[config.mk]
export PLATFORM = sky130hd
export DESIGN_NAME = rsa_rail_strobe
export DESIGN_NICKNAME = d
export VERILOG_FILES = /design/src/rsa_pkg.sv /design/src/rsa_rail_strobe.sv
export VERILOG_INCLUDE_DIRS = /design/src
export SDC_FILE = /design/constraint.sdc
export NUM_CORES = 1
export LEC_CHECK = 0
export BUFFER_PORTS_ARGS = -buffer_cell sky130_fd_sc_hd__buf_2
export CORE_MARGIN = 5
export CORE_UTILIZATION = 50
export DETAILED_ROUTE_END_ITERATION = 16
export GPL_TIMING_DRIVEN = 0
export PLACE_DENSITY = 0.77
export SETUP_SLACK_MARGIN = 0.1
export SLEW_MARGIN = 20
export SYNTH_ARGS = -nofsm -noshare
export SYNTH_HDL_FRONTEND = slang
export SYNTH_SLANG_ARGS = --single-unit
[constraint.sdc]
create_clock -name i_mclk -period 6.25 [get_ports i_mclk]
set_input_delay 0 -clock i_mclk [delete_from_list [all_inputs] [get_ports i_mclk]]
set_output_delay 0 -clock i_mclk [all_outputs]
set_load 0.01 [all_outputs]
[src/rsa_consts.svh]
`ifndef RSA_CONSTS_SVH
`define RSA_CONSTS_SVH

// Register offsets on the register port
`define RSA_OFS_BUCK34      8'h23
`define RSA_OFS_BACKUP      8'h24
`define RSA_OFS_SW_LDO      8'h25
`define RSA_OFS_OUTPIN      8'h26

// Reset values
`define RSA_RST_BUCK34      8'h75
`define RSA_RST_BACKUP      8'h12
`define RSA_RST_SW_LDO      8'h63
`define RSA_RST_OUTPIN      8'h03
// Rails sequenced under the reset codes: every rail but the output
`define RSA_RST_MANAGED     6'h1F

// Writable bits of the backup register, the rest read zero
`define RSA_MASK_BACKUP     8'h33

// Field positions
`define RSA_LO4_MSB         3
`define RSA_LO4_LSB         0
`define RSA_HI4_MSB         7
`define RSA_HI4_LSB         4
`define RSA_BK_A_MSB        1
`define RSA_BK_A_LSB        0
`define RSA_BK_B_MSB        5
`define RSA_BK_B_LSB        4

// Step codes
`define RSA_STEP_NONE       4'h0
`define RSA_STEP_ONE        4'h1
`define RSA_STEP_TWO        4'h2
`define RSA_STEP_THREE      4'h3
`define RSA_STEP_TEN        4'hA
`define RSA_BK_CODE_ONE     2'h1
`define RSA_BK_CODE_TWO     2'h2

// Timing
`define RSA_CLK_KHZ         50000
`define RSA_GAP_SHORT_MS    2
`define RSA_GAP_LONG_MS     5
`define RSA_DOWN_FACTOR     10
`define RSA_GAP_SHORT_CYC   (`RSA_GAP_SHORT_MS * `RSA_CLK_KHZ)
`define RSA_GAP_LONG_CYC    (`RSA_GAP_LONG_MS * `RSA_CLK_KHZ)

`endif

[src/rsa_pkg.sv]
package rsa_pkg;

  typedef logic [3:0] rsa_step_t;

  // The four step-select registers as stored
  typedef struct packed {
    logic [7:0] buck34;
    logic [7:0] backup;
    logic [7:0] sw_ldo;
    logic [7:0] outpin;
  } rsa_step_regs_s;

  // Sequencer phases
  typedef enum logic [3:0] {
    RSA_OFF  = 4'h1,
    RSA_UP   = 4'h2,
    RSA_ON   = 4'h4,
    RSA_DOWN = 4'h8
  } rsa_phase_e;

endpackage

[src/rsa_rail_strobe.sv]
`timescale 1ns/1ps
`include "rsa_consts.svh"

// What this block does
// [RULE1] Four-bit codes 3h to Ah enable the rail at steps three to ten.
// [RULE2] Four-bit codes 0h-2h and Bh-Fh leave the rail out of sequencing.
// [RULE3] Backup two-bit code 1h means step one, code 2h means step two.
// [RULE4] Backup two-bit codes 0h and 3h leave that converter unsequenced.
// [RULE5] Steps one and two run only while the freshness seal flag is 0.
// [RULE6] Once the seal is broken, sequencing never turns the backup converters off.
// [RULE7] Buck three field is bits 3-0, reset 5h, so step five.
// [RULE8] Backup register: b field bits 5-4 reset 1h, a field bits 1-0 reset 2h.
// [RULE9] Switch/regulator register: switch bits 7-4 reset 6h, regulator bits 3-0 reset 3h.
// [RULE10] Output register: output field bits 7-4 reset 0h, whole reset 03h.
// [RULE11] Each gap between steps lasts 2 ms or 5 ms by its select bit.
// [RULE12] Delay factor bit stretches power-down gaps tenfold, power-up unchanged.
// [RULE13] Fields are written only while unlocked; locked writes are ignored.
// [RULE14] Host turns on unsequenced rails through their own enables. This block has no such enables; o_rail_en is set only by sequencer strobes.
module rsa_rail_strobe #(
  parameter int unsigned GAP_SHORT_CYC = `RSA_GAP_SHORT_CYC,
  parameter int unsigned GAP_LONG_CYC  = `RSA_GAP_LONG_CYC
) (
  // Clock, reset, enable
  input  wire logic                  i_mclk,
  input  wire logic                  i_rst_b,
  input  wire logic                  i_ce,
  // Register port behind the serial decoder
  input  wire logic [7:0]            i_reg_addr,
  input  wire logic                  i_reg_wr,
  input  wire logic [7:0]            i_reg_wdata,
  input  wire logic                  i_reg_rd,
  input  wire logic                  i_reg_unlock,
  output logic      [7:0]            o_reg_rdata,
  output logic                       o_reg_ack,
  output logic                       o_reg_refused,
  // Sequencer control
  input  wire logic                  i_power_up_req,
  input  wire logic                  i_power_down_req,
  input  wire logic                  i_freshness_seal_flag,
  input  wire logic [8:0]            i_gap_long,
  input  wire logic                  i_powerdown_delay_factor,
  // Rail enables and status
  output logic      [5:0]            o_rail_en,
  output logic      [5:0]            o_rail_managed,
  output rsa_pkg::rsa_step_t         o_seq_step,
  output rsa_pkg::rsa_phase_e        o_seq_phase
);

  // Gap lengths held in 25 bits, room for a tenfold long gap at 50 MHz
  localparam int NRAIL = 6;
  localparam logic [24:0] SHORT_LEN = GAP_SHORT_CYC[24:0];
  localparam logic [24:0] LONG_LEN  = GAP_LONG_CYC[24:0];
  localparam logic [24:0] FACTOR    = 25'(`RSA_DOWN_FACTOR);

  // Registers
  rsa_pkg::rsa_step_regs_s regs_reg;
  rsa_pkg::rsa_step_regs_s regs_next;
  rsa_pkg::rsa_phase_e     phase_reg;
  rsa_pkg::rsa_phase_e     phase_next;
  rsa_pkg::rsa_step_t      step_reg;
  rsa_pkg::rsa_step_t      step_next;
  logic [24:0]             cnt_reg;
  logic [24:0]             cnt_next;
  logic [NRAIL-1:0]        en_reg;
  logic [NRAIL-1:0]        en_next;
  logic [NRAIL-1:0]        managed_reg;
  logic [NRAIL-1:0]        managed_next;
  logic [7:0]              rdata_reg;
  logic                    ack_reg;
  logic                    refused_reg;

  // Address decode
  wire sel_buck34 = (i_reg_addr == `RSA_OFS_BUCK34);
  wire sel_backup = (i_reg_addr == `RSA_OFS_BACKUP);
  wire sel_sw_ldo = (i_reg_addr == `RSA_OFS_SW_LDO);
  wire sel_outpin = (i_reg_addr == `RSA_OFS_OUTPIN);
  wire sel_any    = sel_buck34 | sel_backup | sel_sw_ldo | sel_outpin;

  // Locked writes never reach the fields
  wire wr_ok      = i_reg_wr & sel_any & i_reg_unlock; // [RULE13]
  wire wr_refuse  = i_reg_wr & ~wr_ok;

  // Register write path, reserved backup bits forced to zero
  always_comb begin
    regs_next = regs_reg;
    if (wr_ok && sel_buck34) begin
      regs_next.buck34 = i_reg_wdata;
    end
    if (wr_ok && sel_backup) begin
      regs_next.backup = i_reg_wdata & `RSA_MASK_BACKUP; // [RULE8]
    end
    if (wr_ok && sel_sw_ldo) begin
      regs_next.sw_ldo = i_reg_wdata;
    end
    if (wr_ok && sel_outpin) begin
      regs_next.outpin = i_reg_wdata;
    end
  end

  // Read mux, unmapped addresses read zero
  wire [7:0] rd_mux = sel_buck34 ? regs_reg.buck34 :
                      sel_backup ? regs_reg.backup :
                      sel_sw_ldo ? regs_reg.sw_ldo :
                      sel_outpin ? regs_reg.outpin : 8'h00;

  // Field extraction
  wire [3:0] buck3_step_field          = regs_reg.buck34[`RSA_LO4_MSB:`RSA_LO4_LSB]; // [RULE7]
  wire [1:0] backup_a_step_field       = regs_reg.backup[`RSA_BK_A_MSB:`RSA_BK_A_LSB];
  wire [1:0] backup_b_step_field       = regs_reg.backup[`RSA_BK_B_MSB:`RSA_BK_B_LSB];
  wire [3:0] load_switch_a_step_field  = regs_reg.sw_ldo[`RSA_HI4_MSB:`RSA_HI4_LSB]; // [RULE9]
  wire [3:0] linear_reg_step_field     = regs_reg.sw_ldo[`RSA_LO4_MSB:`RSA_LO4_LSB];
  wire [3:0] output_c_step_field       = regs_reg.outpin[`RSA_HI4_MSB:`RSA_HI4_LSB]; // [RULE10]

  // Four-bit code to step number, zero when unsequenced
  function automatic rsa_pkg::rsa_step_t map_wide(input logic [3:0] code);
    rsa_pkg::rsa_step_t s;
    s = `RSA_STEP_NONE;
    if (code >= `RSA_STEP_THREE && code <= `RSA_STEP_TEN) begin
      s = code; // [RULE1]
    end
    return s; // [RULE2]
  endfunction

  // Two-bit backup code to step number, zero when unsequenced
  function automatic rsa_pkg::rsa_step_t map_backup(input logic [1:0] code);
    rsa_pkg::rsa_step_t s;
    s = `RSA_STEP_NONE; // [RULE4]
    if (code == `RSA_BK_CODE_ONE) begin
      s = `RSA_STEP_ONE; // [RULE3]
    end else if (code == `RSA_BK_CODE_TWO) begin
      s = `RSA_STEP_TWO; // [RULE3]
    end
    return s;
  endfunction

  // Step of each rail, index order fixed
  rsa_pkg::rsa_step_t rail_step [NRAIL];
  assign rail_step[0] = map_wide(buck3_step_field);
  assign rail_step[1] = map_backup(backup_a_step_field);
  assign rail_step[2] = map_backup(backup_b_step_field);
  assign rail_step[3] = map_wide(load_switch_a_step_field);
  assign rail_step[4] = map_wide(linear_reg_step_field);
  assign rail_step[5] = map_wide(output_c_step_field);

  // Step of each rail as it will stand after this edge, so the flags can be registered
  rsa_pkg::rsa_step_t rail_step_next [NRAIL];
  assign rail_step_next[0] = map_wide(regs_next.buck34[`RSA_LO4_MSB:`RSA_LO4_LSB]);
  assign rail_step_next[1] = map_backup(regs_next.backup[`RSA_BK_A_MSB:`RSA_BK_A_LSB]);
  assign rail_step_next[2] = map_backup(regs_next.backup[`RSA_BK_B_MSB:`RSA_BK_B_LSB]);
  assign rail_step_next[3] = map_wide(regs_next.sw_ldo[`RSA_HI4_MSB:`RSA_HI4_LSB]);
  assign rail_step_next[4] = map_wide(regs_next.sw_ldo[`RSA_LO4_MSB:`RSA_LO4_LSB]);
  assign rail_step_next[5] = map_wide(regs_next.outpin[`RSA_HI4_MSB:`RSA_HI4_LSB]);

  // Backup rails are the ones the seal protects
  localparam logic [NRAIL-1:0] BACKUP_MASK = 6'h06;

  // Sequence span: the seal removes the first two steps
  wire rsa_pkg::rsa_step_t first_step =
    i_freshness_seal_flag ? `RSA_STEP_THREE : `RSA_STEP_ONE; // [RULE5]

  // Phase decode; a strobe fires once the gap counter has run out
  wire is_up    = (phase_reg == rsa_pkg::RSA_UP);
  wire is_down  = (phase_reg == rsa_pkg::RSA_DOWN);
  wire fire     = (is_up | is_down) & (cnt_reg == 25'h0000000);
  wire at_end   = is_up ? (step_reg == `RSA_STEP_TEN) : (step_reg <= first_step);

  // Seal raised mid power-up: strobes one and two are dropped, not run late
  wire skip_low = is_up & i_freshness_seal_flag & (step_reg < `RSA_STEP_THREE); // [RULE5]

  // Gap select: up gap follows this strobe, down gap precedes the lower one
  wire [3:0] gap_idx_up   = 4'(step_reg - 4'h1);
  wire [3:0] gap_idx_down = 4'(step_reg - 4'h2);
  wire [3:0] gap_idx      = is_up ? gap_idx_up : gap_idx_down;
  wire       gap_is_long  = (gap_idx < 4'h9) ? i_gap_long[gap_idx] : 1'b0;
  wire [24:0] gap_base    = gap_is_long ? LONG_LEN : SHORT_LEN; // [RULE11]
  wire [24:0] gap_len     = (is_down & i_powerdown_delay_factor) ?
                            25'(gap_base * FACTOR) : gap_base; // [RULE12]

  // Per-rail enable update at each strobe
  generate
    for (genvar r = 0; r < NRAIL; r++) begin : g_rail
      wire hit       = fire && !skip_low && (rail_step[r] != `RSA_STEP_NONE) &&
                       (rail_step[r] == step_reg);
      wire keep_on   = BACKUP_MASK[r] & i_freshness_seal_flag; // [RULE6]
      assign en_next[r] = (hit & is_up)              ? 1'b1 :
                          (hit & is_down & ~keep_on) ? 1'b0 : en_reg[r];
      assign managed_next[r] = (rail_step_next[r] != `RSA_STEP_NONE); // [RULE2]
    end
  endgenerate

  // Phase, step and gap counter
  always_comb begin
    phase_next = phase_reg;
    step_next  = step_reg;
    cnt_next   = cnt_reg;
    unique case (phase_reg)
      rsa_pkg::RSA_OFF: begin
        if (i_power_up_req) begin
          phase_next = rsa_pkg::RSA_UP;
          step_next  = first_step; // [RULE5]
          cnt_next   = 25'h0000000;
        end
      end
      rsa_pkg::RSA_ON: begin
        if (i_power_down_req) begin
          phase_next = rsa_pkg::RSA_DOWN;
          step_next  = `RSA_STEP_TEN;
          cnt_next   = 25'h0000000;
        end
      end
      rsa_pkg::RSA_UP,
      rsa_pkg::RSA_DOWN: begin
        if (skip_low) begin
          // Jump to strobe three at once; no gap is owed to a dropped strobe
          step_next = `RSA_STEP_THREE; // [RULE5]
          cnt_next  = 25'h0000000;
        end else if (!fire) begin
          cnt_next = 25'(cnt_reg - 25'h0000001);
        end else if (at_end) begin
          phase_next = is_up ? rsa_pkg::RSA_ON : rsa_pkg::RSA_OFF;
        end else begin
          step_next = is_up ? 4'(step_reg + 4'h1) : 4'(step_reg - 4'h1);
          cnt_next  = 25'(gap_len - 25'h0000001);
        end
      end
      default: begin
        phase_next = rsa_pkg::RSA_OFF;
      end
    endcase
  end

  // Field storage, reset to the programmed defaults
  always_ff @(posedge i_mclk) begin
    if (!i_rst_b) begin
      regs_reg    <= '{`RSA_RST_BUCK34, `RSA_RST_BACKUP, `RSA_RST_SW_LDO, `RSA_RST_OUTPIN}; // [RULE7]
      managed_reg <= `RSA_RST_MANAGED;
    end else if (i_ce) begin
      regs_reg    <= regs_next;
      managed_reg <= managed_next;
    end
  end

  // Sequencer state
  always_ff @(posedge i_mclk) begin
    if (!i_rst_b) begin
      phase_reg <= rsa_pkg::RSA_OFF;
      step_reg  <= `RSA_STEP_NONE;
      cnt_reg   <= 25'h0000000;
      en_reg    <= 6'h00;
    end else if (i_ce) begin
      phase_reg <= phase_next;
      step_reg  <= step_next;
      cnt_reg   <= cnt_next;
      en_reg    <= en_next;
    end
  end

  // Register port answer, one cycle after the strobe
  always_ff @(posedge i_mclk) begin
    if (!i_rst_b) begin
      rdata_reg   <= 8'h00;
      ack_reg     <= 1'b0;
      refused_reg <= 1'b0;
    end else if (i_ce) begin
      if (i_reg_rd) begin
        rdata_reg <= rd_mux;
      end
      // Refused writes are acknowledged too, so the host never waits blind
      ack_reg     <= i_reg_rd | i_reg_wr;
      refused_reg <= wr_refuse;
    end
  end

  // Outputs
  assign o_reg_rdata   = rdata_reg;
  assign o_reg_ack     = ack_reg;
  assign o_reg_refused = refused_reg;
  assign o_rail_en     = en_reg;
  assign o_rail_managed = managed_reg;
  assign o_seq_step    = step_reg;
  assign o_seq_phase   = phase_reg;

endmodule

# Yosys cells after proc, flatten, opt, wreduce, memory -nomap -nowiden
# Cells that the tools add are included.
# Widths: inputs -> output; s select.
[word_totals]
regBits = 83
word_cells = 227
[classes]
add_sub_neg = 5
multipliers = 1
magnitude_cmp = 20
n_eq_ne = 31
n_mux = 64
n_bitwise = 28
n_reduce_logical = 59
[ops]
columns = ["operator", "n"]
rows = [
  ["$mux 25", 5],
  ["$mux 4", 23],
  ["$pmux 25 s3", 1],
  ["$mux 8", 6],
  ["$reduce_bool 4->1", 12],
  ["$eq 8x6->1 const B", 4],
  ["$ge 4x2->1 const B", 8],
  ["$le 4x4->1 const B", 8],
  ["$logic_and 1x1->1", 25],
  ["$logic_not 25->1", 1],
  ["$sub 25x1->25 const B", 1],
  ["$eq 4x4->1", 6],
  ["$pmux 4 s3", 2],
  ["$sub 22x1->23 const B", 1],
  ["$mux 22", 1],
  ["$and 1x1->1", 21],
  ["$mul 18x3->21 const B", 1],
  ["$mux 18", 1],
  ["$reduce_and 2->1", 9],
  ["$mux 1", 15],
  ["$mux 2", 7],
  ["$reduce_and 6->1", 2],
  ["$reduce_bool 2->1", 6],
  ["$ne 2x2->1 const B", 5],
  ["24 further kinds", 37],
]

# Logic depth before layout (Yosys ltp)
# Gate-level depths: netlist of the first run.
[depth]
ltp_word = 13
mapped_depth = 16
depth_no_buf = 13

# Least setup slack after synthesis of the first run
# OpenSTA, ideal clock, no wires.
[synth_timing]
kind = "register -> register"
start = "register phase_reg[1], in the netlist o_seq_phase[1]"
end = "register cnt_reg[10]"
arrival_ns = 3.476
t_required_ns = 6.180
setup_slack_ns = 2.704
path_stages_with_launch = 15
synth_period_minus_slack_ns = 3.546
path_cell_list = "dfxtp_1 > buf_2 > or4b_1 > buf_2 > buf_2 > ha_1 > buf_1 > mux2i_1 > a311oi_1 > a32o_1 > nor2_1 > or2_2 > ha_1 > a2111o_1 > a21oi_1"
[synth_via]
elab_chain_len = 13
[synth_rtl]
columns = ["element", "line_no", "source"]
rows = [
  ["from (decl)", "rsa_rail_strobe.sv:58", "rsa_pkg::rsa_phase_e phase_reg;"],
  ["from (signal assigned)", "rsa_rail_strobe.sv:246", "phase_reg <= rsa_pkg::RSA_OFF;"],
  ["from (signal assigned)", "rsa_rail_strobe.sv:251", "phase_reg <= phase_next;"],
  ["$eq 4x2->1", "rsa_rail_strobe.sv:162, rsa_rail_strobe.sv:196", ""],
  ["$mux 4", "rsa_rail_strobe.sv:173", "wire [3:0] gap_idx = is_up ? gap_idx_up : gap_idx_down;"],
  ["$bmux 1 s4", "rsa_rail_strobe.sv:174", "wire gap_is_long = (gap_idx < 4'h9) ? i_gap_long[gap_idx] : 1'b0;"],
  ["$mux 1 (implied by the code)", "rsa_rail_strobe.sv:174", ""],
  ["$mux 1", "rsa_rail_strobe.sv:174", ""],
  ["$mux 18", "rsa_rail_strobe.sv:175", "wire [24:0] gap_base = gap_is_long ? LONG_LEN : SHORT_LEN;"],
  ["$mul 18x3->21", "rsa_rail_strobe.sv:177", "25'(gap_base * FACTOR) : gap_base;"],
  ["$mux 22", "rsa_rail_strobe.sv:176", "wire [24:0] gap_len = (is_down & i_powerdown_delay_factor) ?"],
  ["$sub 22x1->23", "rsa_rail_strobe.sv:223", "cnt_next = 25'(gap_len - 25'h0000001);"],
  ["$mux 25", "rsa_rail_strobe.sv:219", "end else if (at_end) begin"],
  ["$mux 25", "rsa_rail_strobe.sv:217", "end else if (!fire) begin"],
  ["$mux 25", "rsa_rail_strobe.sv:213", "if (skip_low) begin"],
  ["$pmux 25 s3", "rsa_rail_strobe.sv:196", "unique case (phase_reg)"],
  ["to (signal assigned)", "rsa_rail_strobe.sv:253", "cnt_reg <= cnt_next;"],
  ["to (decl)", "rsa_rail_strobe.sv:62", "logic [24:0] cnt_reg;"],
]
# Parallel ways exist; a longest one is shown, timed or not. The select of a mux whose other input is x is not followed.
# A chain may end at the register's enable or synchronous reset.

# Final worst setup path of the first run
[layout_timing]
start = "register step_reg[0], in the netlist o_seq_step[0]"
end = "register cnt_reg[13]"
[layout_via]
elab_chain_len = 13
[layout_rtl]
columns = ["element", "line_no", "source"]
rows = [
  ["from (decl)", "rsa_rail_strobe.sv:60", "rsa_pkg::rsa_step_t step_reg;"],
  ["from (signal assigned)", "rsa_rail_strobe.sv:247", "step_reg <= `RSA_STEP_NONE;"],
  ["from (signal assigned)", "rsa_rail_strobe.sv:252", "step_reg <= step_next;"],
  ["$sub 4x2->4 or $sub 4x1->4 (tied branches)", "rsa_rail_strobe.sv:172, rsa_rail_strobe.sv:171", ""],
  ["$mux 4", "rsa_rail_strobe.sv:173", ""],
  ["$bmux 1 s4", "rsa_rail_strobe.sv:174", ""],
  ["$mux 1 (implied by the code)", "rsa_rail_strobe.sv:174", ""],
  ["$mux 1", "rsa_rail_strobe.sv:174", ""],
  ["$mux 18", "rsa_rail_strobe.sv:175", ""],
  ["$mul 18x3->21", "rsa_rail_strobe.sv:177", ""],
  ["$mux 22", "rsa_rail_strobe.sv:176", ""],
  ["$sub 22x1->23", "rsa_rail_strobe.sv:223", ""],
  ["$mux 25", "rsa_rail_strobe.sv:219", ""],
  ["$mux 25", "rsa_rail_strobe.sv:217", ""],
  ["$mux 25", "rsa_rail_strobe.sv:213", ""],
  ["$pmux 25 s3", "rsa_rail_strobe.sv:196", ""],
]
# Parallel ways exist; a longest one is shown, timed or not. The select of a mux whose other input is x is not followed.

==> impl_metrics.json, run 1 <==
{
  "design_area_mm2": 0.00624,
  "maxCapViolations": 0,
  "synth_xor_area_share_pct": 4.33,
  "setup_viol": 0,
  "yosysTopAreaCellShare_pct": 30.4,
  "dr.max_layer_used": "met4",
  "wl_met3_mm": 1.59,
  "finalSetupTns_ps": 0,
  "synthTopCellsByArea": "dfxtp_1, ha_1, nand3_1, mux2i_1, a21oi_1",
  "worst_pin_slew_ps": 1110,
  "largest_reg_flops": 25,
  "ys_async_sr_fraction_pct": 0,
  "ant_nets": 0,
  "crit_path_max_fanout": 10,
  "synth_ff_type": "dfxtp_1",
  "netlist_instances": 703,
  "drive_gt1_share_pct": 13.6,
  "synth_area_mm2": 0.00546,
  "clockBufferDepth": 2,
  "synth_seq_cells": 83,
  "drt_pre_antenna_iters": 5,
  "period_share_pct": 69.4,
  "arrival_ps": 4660,
  "synthMuxAreaShare_pct": 4.58,
  "synthSimpleGateAreaFrac_pct": 30.1,
  "core-area_mm2": 0.0108,
  "grt_pass1_vias": 5402,
  "grt_max_degree": 15,
  "holdPathStages": 4,
  "wl_met1_mm": 6.99,
  "cts-root-buf": "clkbuf_8",
  "synth-adder-area-share_pct": 5.04,
  "utilization_pct": 57.8,
  "slew_viol_final": 0,
  "die_w_um": 115,
  "finClkSkew_ps": 10.8,
  "reg2regPathDepth": 15,
  "hold_violations": 0,
  "num_io_pins": 65,
  "outcome": "complete, no violations",
  "drt_iter0_drc": 574,
  "clock-sinks": 83,
  "criticalPathCategory": "reg -> reg",
  "area_growth_pct": 14.2,
  "place_ws_ps": 2080,
  "cts_setup_buffers": 0,
  "worst_slack_ps": 1910,
  "routed_wl_mm": 17.1,
  "p_leak_uw": 0.00251,
  "fin_crit_ps": 4340,
  "synth_compound_area_share_pct": 20.0,
  "h-tree-depth": 3,
  "place_hpwl_mm": 12.5,
  "fin_nets": 842,
  "synth_top_area_cell": "dfxtp_1",
  "clk_latency_ps": 370,
  "vdd_ir_drop_max_uv": 123,
  "antenna_found_initial": 0,
  "die_h_um": 115,
  "syn-num-nets": 760,
  "power-per-cell-area_mw_per_mm2": 195,
  "synth_area_per_cell_um2": 7.77,
  "post-route-drc-count": 0,
  "fmax_mhz": 231,
  "io_buffers": 60,
  "grt_setup_unrepaired": "false",
  "met2_length_mm": 8.06,
  "cts_tree": "done",
  "rows": 38,
  "synth-edff-count": 0,
  "crit_required_ps": 6570,
  "setup.worst_path.end_class": "flip-flop",
  "synth_warnings": 0,
  "hp-class": "in -> reg",
  "vias_per_cell": 6.26,
  "synth_top_family_by_area": "simple AND/OR/NAND/NOR gates",
  "start_kind": "flip-flop",
  "track_usage_pct": 25.6,
  "gp_congestion": 0.927,
  "grt-ovfl-total": 0,
  "clk_pin_slew_ps": 90,
  "grt_first_pass_wirelength_mm": 27.0,
  "synth.yosys.seq_area_share_pct": 30.4,
  "wl_per_cell_um": 18.4,
  "cts_inserted_buffers": 9,
  "num_vias": 5811,
  "die_area_mm2": 0.0131,
  "dpl_cell_area_mm2": 0.00594,
  "initial_utilization_pct": 50.6,
  "maxSlewHeadroom_pct": 24.9,
  "antennaDiodeCount": 0,
  "synth_cell_types": 70
}
[layer usage]
layer	up-vias	GRT usage, %
met5	-	0
met4	0	8.39
met3	47	5.39
met2	329	41.7
met1	2713	33.7
li1	2722	-
[critical path, cell delays in order (launching register included)]
cell      delay (ps)
dfxtp_1          370
clkbuf_1         450
clkbuf_1         460
inv_1            200
ha_1             320
clkbuf_1         340
nor3_1           110
o32ai_1          340
a32o_1           230
nor2_1            60
nor2_1           260
ha_1             210
nand3_1           70
a21boi_0         490
a21boi_0         250
a31o_2           120
[placed cells by master (no fill, tap or decap), drive strengths merged, types with 12 or more instances in the layout]
master  synthesis  layout
a21oi          49      49
buf            13      73
clkbuf         35      44
dfxtp          83      83
ha             22      22
inv            22      23
mux2i          25      25
nand2          61      61
nand3          54      54
nor2           57      57
nor2b          13      13
nor3           37      37
nor4           12      12
o21ai          37      37
xnor2          16      16
[cells in the mapped netlist (4+ instances only)]
| cell | instances |
|---|---|
| xnor2_1 | 16 |
| a311oi_1 | 4 |
| mux2i_1 | 25 |
| buf_6 | 4 |
| o211ai_1 | 5 |
| o31ai_1 | 4 |
| inv_1 | 21 |
| nor2b_1 | 13 |
| nand3_1 | 53 |
| nor3b_1 | 9 |
| buf_2 | 5 |
| or4_1 | 6 |
| clkbuf_1 | 35 |
| nand4_1 | 9 |
| o21bai_1 | 5 |
| and3b_1 | 4 |
| nand2b_1 | 7 |
| nor4_1 | 12 |
| or3_1 | 9 |
| buf_1 | 4 |
| a22oi_1 | 7 |
| ha_1 | 22 |
| xor2_1 | 11 |
| a22o_1 | 4 |
| nor4b_1 | 6 |
| nand2_1 | 60 |
| nor2_1 | 57 |
| dfxtp_1 | 83 |
| o21ai_0 | 37 |
| nor3_1 | 37 |
| or2_2 | 8 |
| a31oi_1 | 6 |
| a21oi_1 | 46 |
| a211oi_1 | 5 |
| o22ai_1 | 6 |
[worst paths after layout]
path | start | end | slack, ps
min | i_reg_unlock | o_reg_refused | 40
max | o_seq_step[0] | cnt_reg[13] | 1910
min reg2reg | regs_reg[31] | regs_reg[31] | 470
max reg2reg | o_seq_step[0] | cnt_reg[13] | 1910
[cell families (layout without fill, tap and decap cells)]
group,after synthesis,in the layout
XOR/XNOR,27,27
buffers and inverters,71,157
multiplexers,25,25
adder cells (fa/ha/maj),22,22
flip-flops,83,83
AO/OA/AOI/OAI,163,163
AND/OR/NAND/NOR,312,312
[cell type report]
class	instances	area (µm²)
Buffer	48	216
Clock buffer	9	124
Clock inverter	6	65.1
Fill cell	984	4560
Inverter	23	87.6
Multi-Input combinational cell	549	3500
Sequential cell	83	1660
Tap cell	140	175
Timing Repair Buffer	71	410
[power breakdown]
part           internal, µW  switching, µW
Combinational          98.6            174
Clock                   183            209
Sequential              540           11.4
[timing repair]
action | CTS | global route
resized for setup | 0 | 0
hold endpoints to repair | 29 | 0
setup endpoints to repair | 0 | 0
hold buffers | 11 | 0
[metrics by stage]
step | power, µW | hold WS (ps) | instances
floorplan | 742 | 125 | 703
global placement | 815 | 299 | 903
detailed placement | 822 | 296 | 903
CTS | 1210 | 39.8 | 929
global route | 1270 | 69.5 | 929
finish | 1220 | 43.9 | 929
Power figures use the tool's default switching activity.
==> inputs of run 2 (changes only) <==
--- a/config.mk
+++ b/config.mk
@@ -6,12 +6,13 @@
 export SDC_FILE = /design/constraint.sdc
 export NUM_CORES = 1
 export LEC_CHECK = 0
+export ABC_AREA = 1
 export BUFFER_PORTS_ARGS = -buffer_cell sky130_fd_sc_hd__buf_2
 export CORE_MARGIN = 5
 export CORE_UTILIZATION = 50
 export DETAILED_ROUTE_END_ITERATION = 16
 export GPL_TIMING_DRIVEN = 0
-export PLACE_DENSITY = 0.77
+export PLACE_DENSITY = 0.8
 export SETUP_SLACK_MARGIN = 0.1
 export SLEW_MARGIN = 20
 export SYNTH_ARGS = -nofsm -noshare
==> constraint.sdc (replaced) <==
create_clock -name i_mclk -period 3.5 [get_ports i_mclk]
set_input_delay 0 -clock i_mclk [delete_from_list [all_inputs] [get_ports i_mclk]]
set_output_delay 0 -clock i_mclk [all_outputs]
set_load 0.01 [all_outputs]
==> run 2 against run 1 <==
Net effect: sequential share of layout area down 1.3 points; combinational power rose to 4.2 times the previous value; fmax up 39%; critical path depth down 1; non-clock buffer count down 21; setup slack worse by 1500 ps; die area up 3.5%; clock power rose to 2.7 times the previous value; sequential cell count unchanged; hold slack worse by 40 ps; first-iteration DRC count down 10%; critical path type unchanged; largest cell class unchanged.
==> impl_metrics.json, run 2 <==
{
  "cts_inserted_buffers": 9,
  "num_io_pins": 65,
  "finClkSkew_ps": 8.02,
  "period_share_pct": 89.1,
  "largest_reg_flops": 25,
  "grt_max_degree": 15,
  "vias_per_cell": 5.55,
  "synth_compound_area_share_pct": 16.2,
  "synthTopCellsByArea": "dfxtp_1, nand2_1, inv_1, nor2_1, a21oi_1",
  "ys_top_cells_by_count": "nand2_1, inv_1, nor2_1",
  "die_area_mm2": 0.0136,
  "synth_ff_type": "dfxtp_1",
  "gp_congestion": 0.942,
  "track_usage_pct": 25.2,
  "outcome": "complete, no violations",
  "synthSimpleGateAreaFrac_pct": 36.2,
  "drive_gt1_share_pct": 17.0,
  "initial_utilization_pct": 51.6,
  "syn-num-nets": 924,
  "cts-root-buf": "clkbuf_16",
  "drt_pre_antenna_iters": 5,
  "vdd_ir_drop_max_uv": 278,
  "grt_first_pass_wirelength_mm": 27.0,
  "fin_nets": 1005,
  "wl_per_cell_um": 15.5,
  "p_leak_uw": 0.00314,
  "synth_area_per_cell_um2": 6.54,
  "crit_path_max_fanout": 10,
  "core-area_mm2": 0.0110,
  "mostFrequentLayoutCell": "nand2_1",
  "synth-adder-area-share_pct": 4.85,
  "slowest_delay_ps": 410,
  "clock-sinks": 83,
  "start_kind": "flip-flop",
  "ys_async_sr_fraction_pct": 0,
  "area_growth_pct": 15.6,
  "slew_viol_final": 0,
  "synth_cell_types": 45,
  "place_hpwl_mm": 12.5,
  "routed_wl_mm": 16.9,
  "die_h_um": 117,
  "synthMuxAreaShare_pct": 0.176,
  "hold_violations": 0,
  "clockBufferDepth": 2,
  "cp_num_buf_inv": 3,
  "worst_pin_slew_ps": 763,
  "cpMaxStageDelayCell": "ha_1",
  "mostFrequentLayoutCells": "nand2_1, inv_1, nor2_1",
  "netlist_instances": 867,
  "synth.yosys.seq_area_share_pct": 29.3,
  "synth_seq_cells": 83,
  "setup.worst_path.end_class": "flip-flop",
  "antenna_found_initial": 0,
  "grt_pass1_vias": 5592,
  "finalSetupTns_ps": 0,
  "rows": 38,
  "cp_top_family": "simple AND/OR/NAND/NOR gates",
  "synth_xor_area_share_pct": 3.40,
  "synth_top_area_cell": "dfxtp_1",
  "antennaDiodeCount": 0,
  "cts_setup_buffers": 0,
  "dpl_cell_area_mm2": 0.00617,
  "synth_top_family_by_area": "simple AND/OR/NAND/NOR gates",
  "fill_cells": 1030,
  "crit_chain": "buf_2 > inv_1 > ha_1 > or2_2 > o21ai_0 > nand3_1 > nand3_1 > nand3_1 > nand2_1 > inv_1 > ha_1 > a21oi_1 > nand3b_1 > a21oi_2",
  "crit_required_ps": 3770,
  "maxCapViolations": 0,
  "fmax_mhz": 321,
  "cpMostUsedCell": "nand3_1",
  "arrival_ps": 3390,
  "grt_setup_unrepaired": "false",
  "hp-class": "in -> reg",
  "criticalPathCategory": "reg -> reg",
  "post-route-drc-count": 0,
  "synth_warnings": 0,
  "num_vias": 6067,
  "clk_latency_ps": 340,
  "yosysTopAreaCellShare_pct": 29.3,
  "maxSlewHeadroom_pct": 49.2,
  "yosysMostFrequentCell": "nand2_1",
  "ant_nets": 0,
  "grt-ovfl-total": 0,
  "synth_area_mm2": 0.00567,
  "cts_tree": "done",
  "power-per-cell-area_mw_per_mm2": 499,
  "fin_crit_ps": 3120,
  "design_area_mm2": 0.00656,
  "synth-edff-count": 0,
  "io_buffers": 64,
  "drt_iter0_drc": 515,
  "setup_viol": 0,
  "clk_pin_slew_ps": 70,
  "die_w_um": 117,
  "h-tree-depth": 3
}
run 2: cell count changes after synthesis, moves of 13 or more:
cell,change
clkbuf_1,-21
inv_1,+70
mux2i_1,-24
nand2_1,+164
nand2_2,+14
nor2_1,+30
nor2b_1,-13
nor3_1,-31
o21ai_0,+15
o21ai_1,+14
run 2: final timing paths:
path	startpoint	endpoint	slack (ps)	depth (start not counted)
max	o_seq_step[0]	cnt_reg[16]	380	14
min	i_reg_wdata[6]	load_switch_a_step_field[2]	4	3
max reg2reg	o_seq_step[0]	cnt_reg[16]	380	14
min reg2reg	regs_reg[31]	regs_reg[31]	450	2
run 2: area by class of cell:
type                            count  area, µm²  area share [%]
Sequential cell                    83       1660            25.3
Inverter                          104        390            5.96
Buffer                             28        168            2.56
Clock buffer                       11        243            3.70
Clock inverter                      5       85.1            1.30
Tap cell                          140        175            2.67
Multi-Input combinational cell    652       3450            52.7
Timing Repair Buffer               70        380            5.80
run 2: cell families (layout without fill, tap and decap cells):
group                    after synthesis  count (layout)
AO/OA/AOI/OAI                        163             163
XOR/XNOR                              22              22
adder cells (fa/ha/maj)               22              22
buffers and inverters                132             218
flip-flops                            83              83
multiplexers                           1               1
AND/OR/NAND/NOR                      444             444
run 2: worst reg2reg max path: stages (launching register included):
cell and delay (ps):
dfxtp_1 390, buf_2 260, inv_1 220, ha_1 410
or2_2 300, o21ai_0 80, nand3_1 90, nand3_1 90
nand3_1 150, nand2_1 230, inv_1 140, ha_1 220
a21oi_1 210, nand3b_1 120, a21oi_2 120
run 2: repair_timing:
action                                 CTS  global route
gates resized for setup                  0             0
endpoints found under the hold margin    6             0
hold buffers                             6             0
run 2: metal layers:
metal  wire [µm]  track usage (%)  up-vias
met5           0                0        -
met4         567             10.3        0
met3        1640             5.34       54
met2        7470             40.2      314
met1        7220             33.1     2714
li1            -                -     2985
run 2: where the power goes:
part           internal (µW)  switching, µW  total, µW
clock network            649            410       1060
logic                    405            746       1150
registers                998           62.1       1060
run 2: per-stage QoR:
step	util [%]	worst slack (ps)	hold WS [ps]	total power (µW)	instances
floorplan	-	925	125	1920	867
global placement	56.2	490	285	2180	1071
detailed placement	56.2	459	295	2200	1071
CTS	59.7	430	0.0395	3260	1093
global route	59.7	218	15.1	3440	1093
finish	59.7	383	4.21	3270	1093
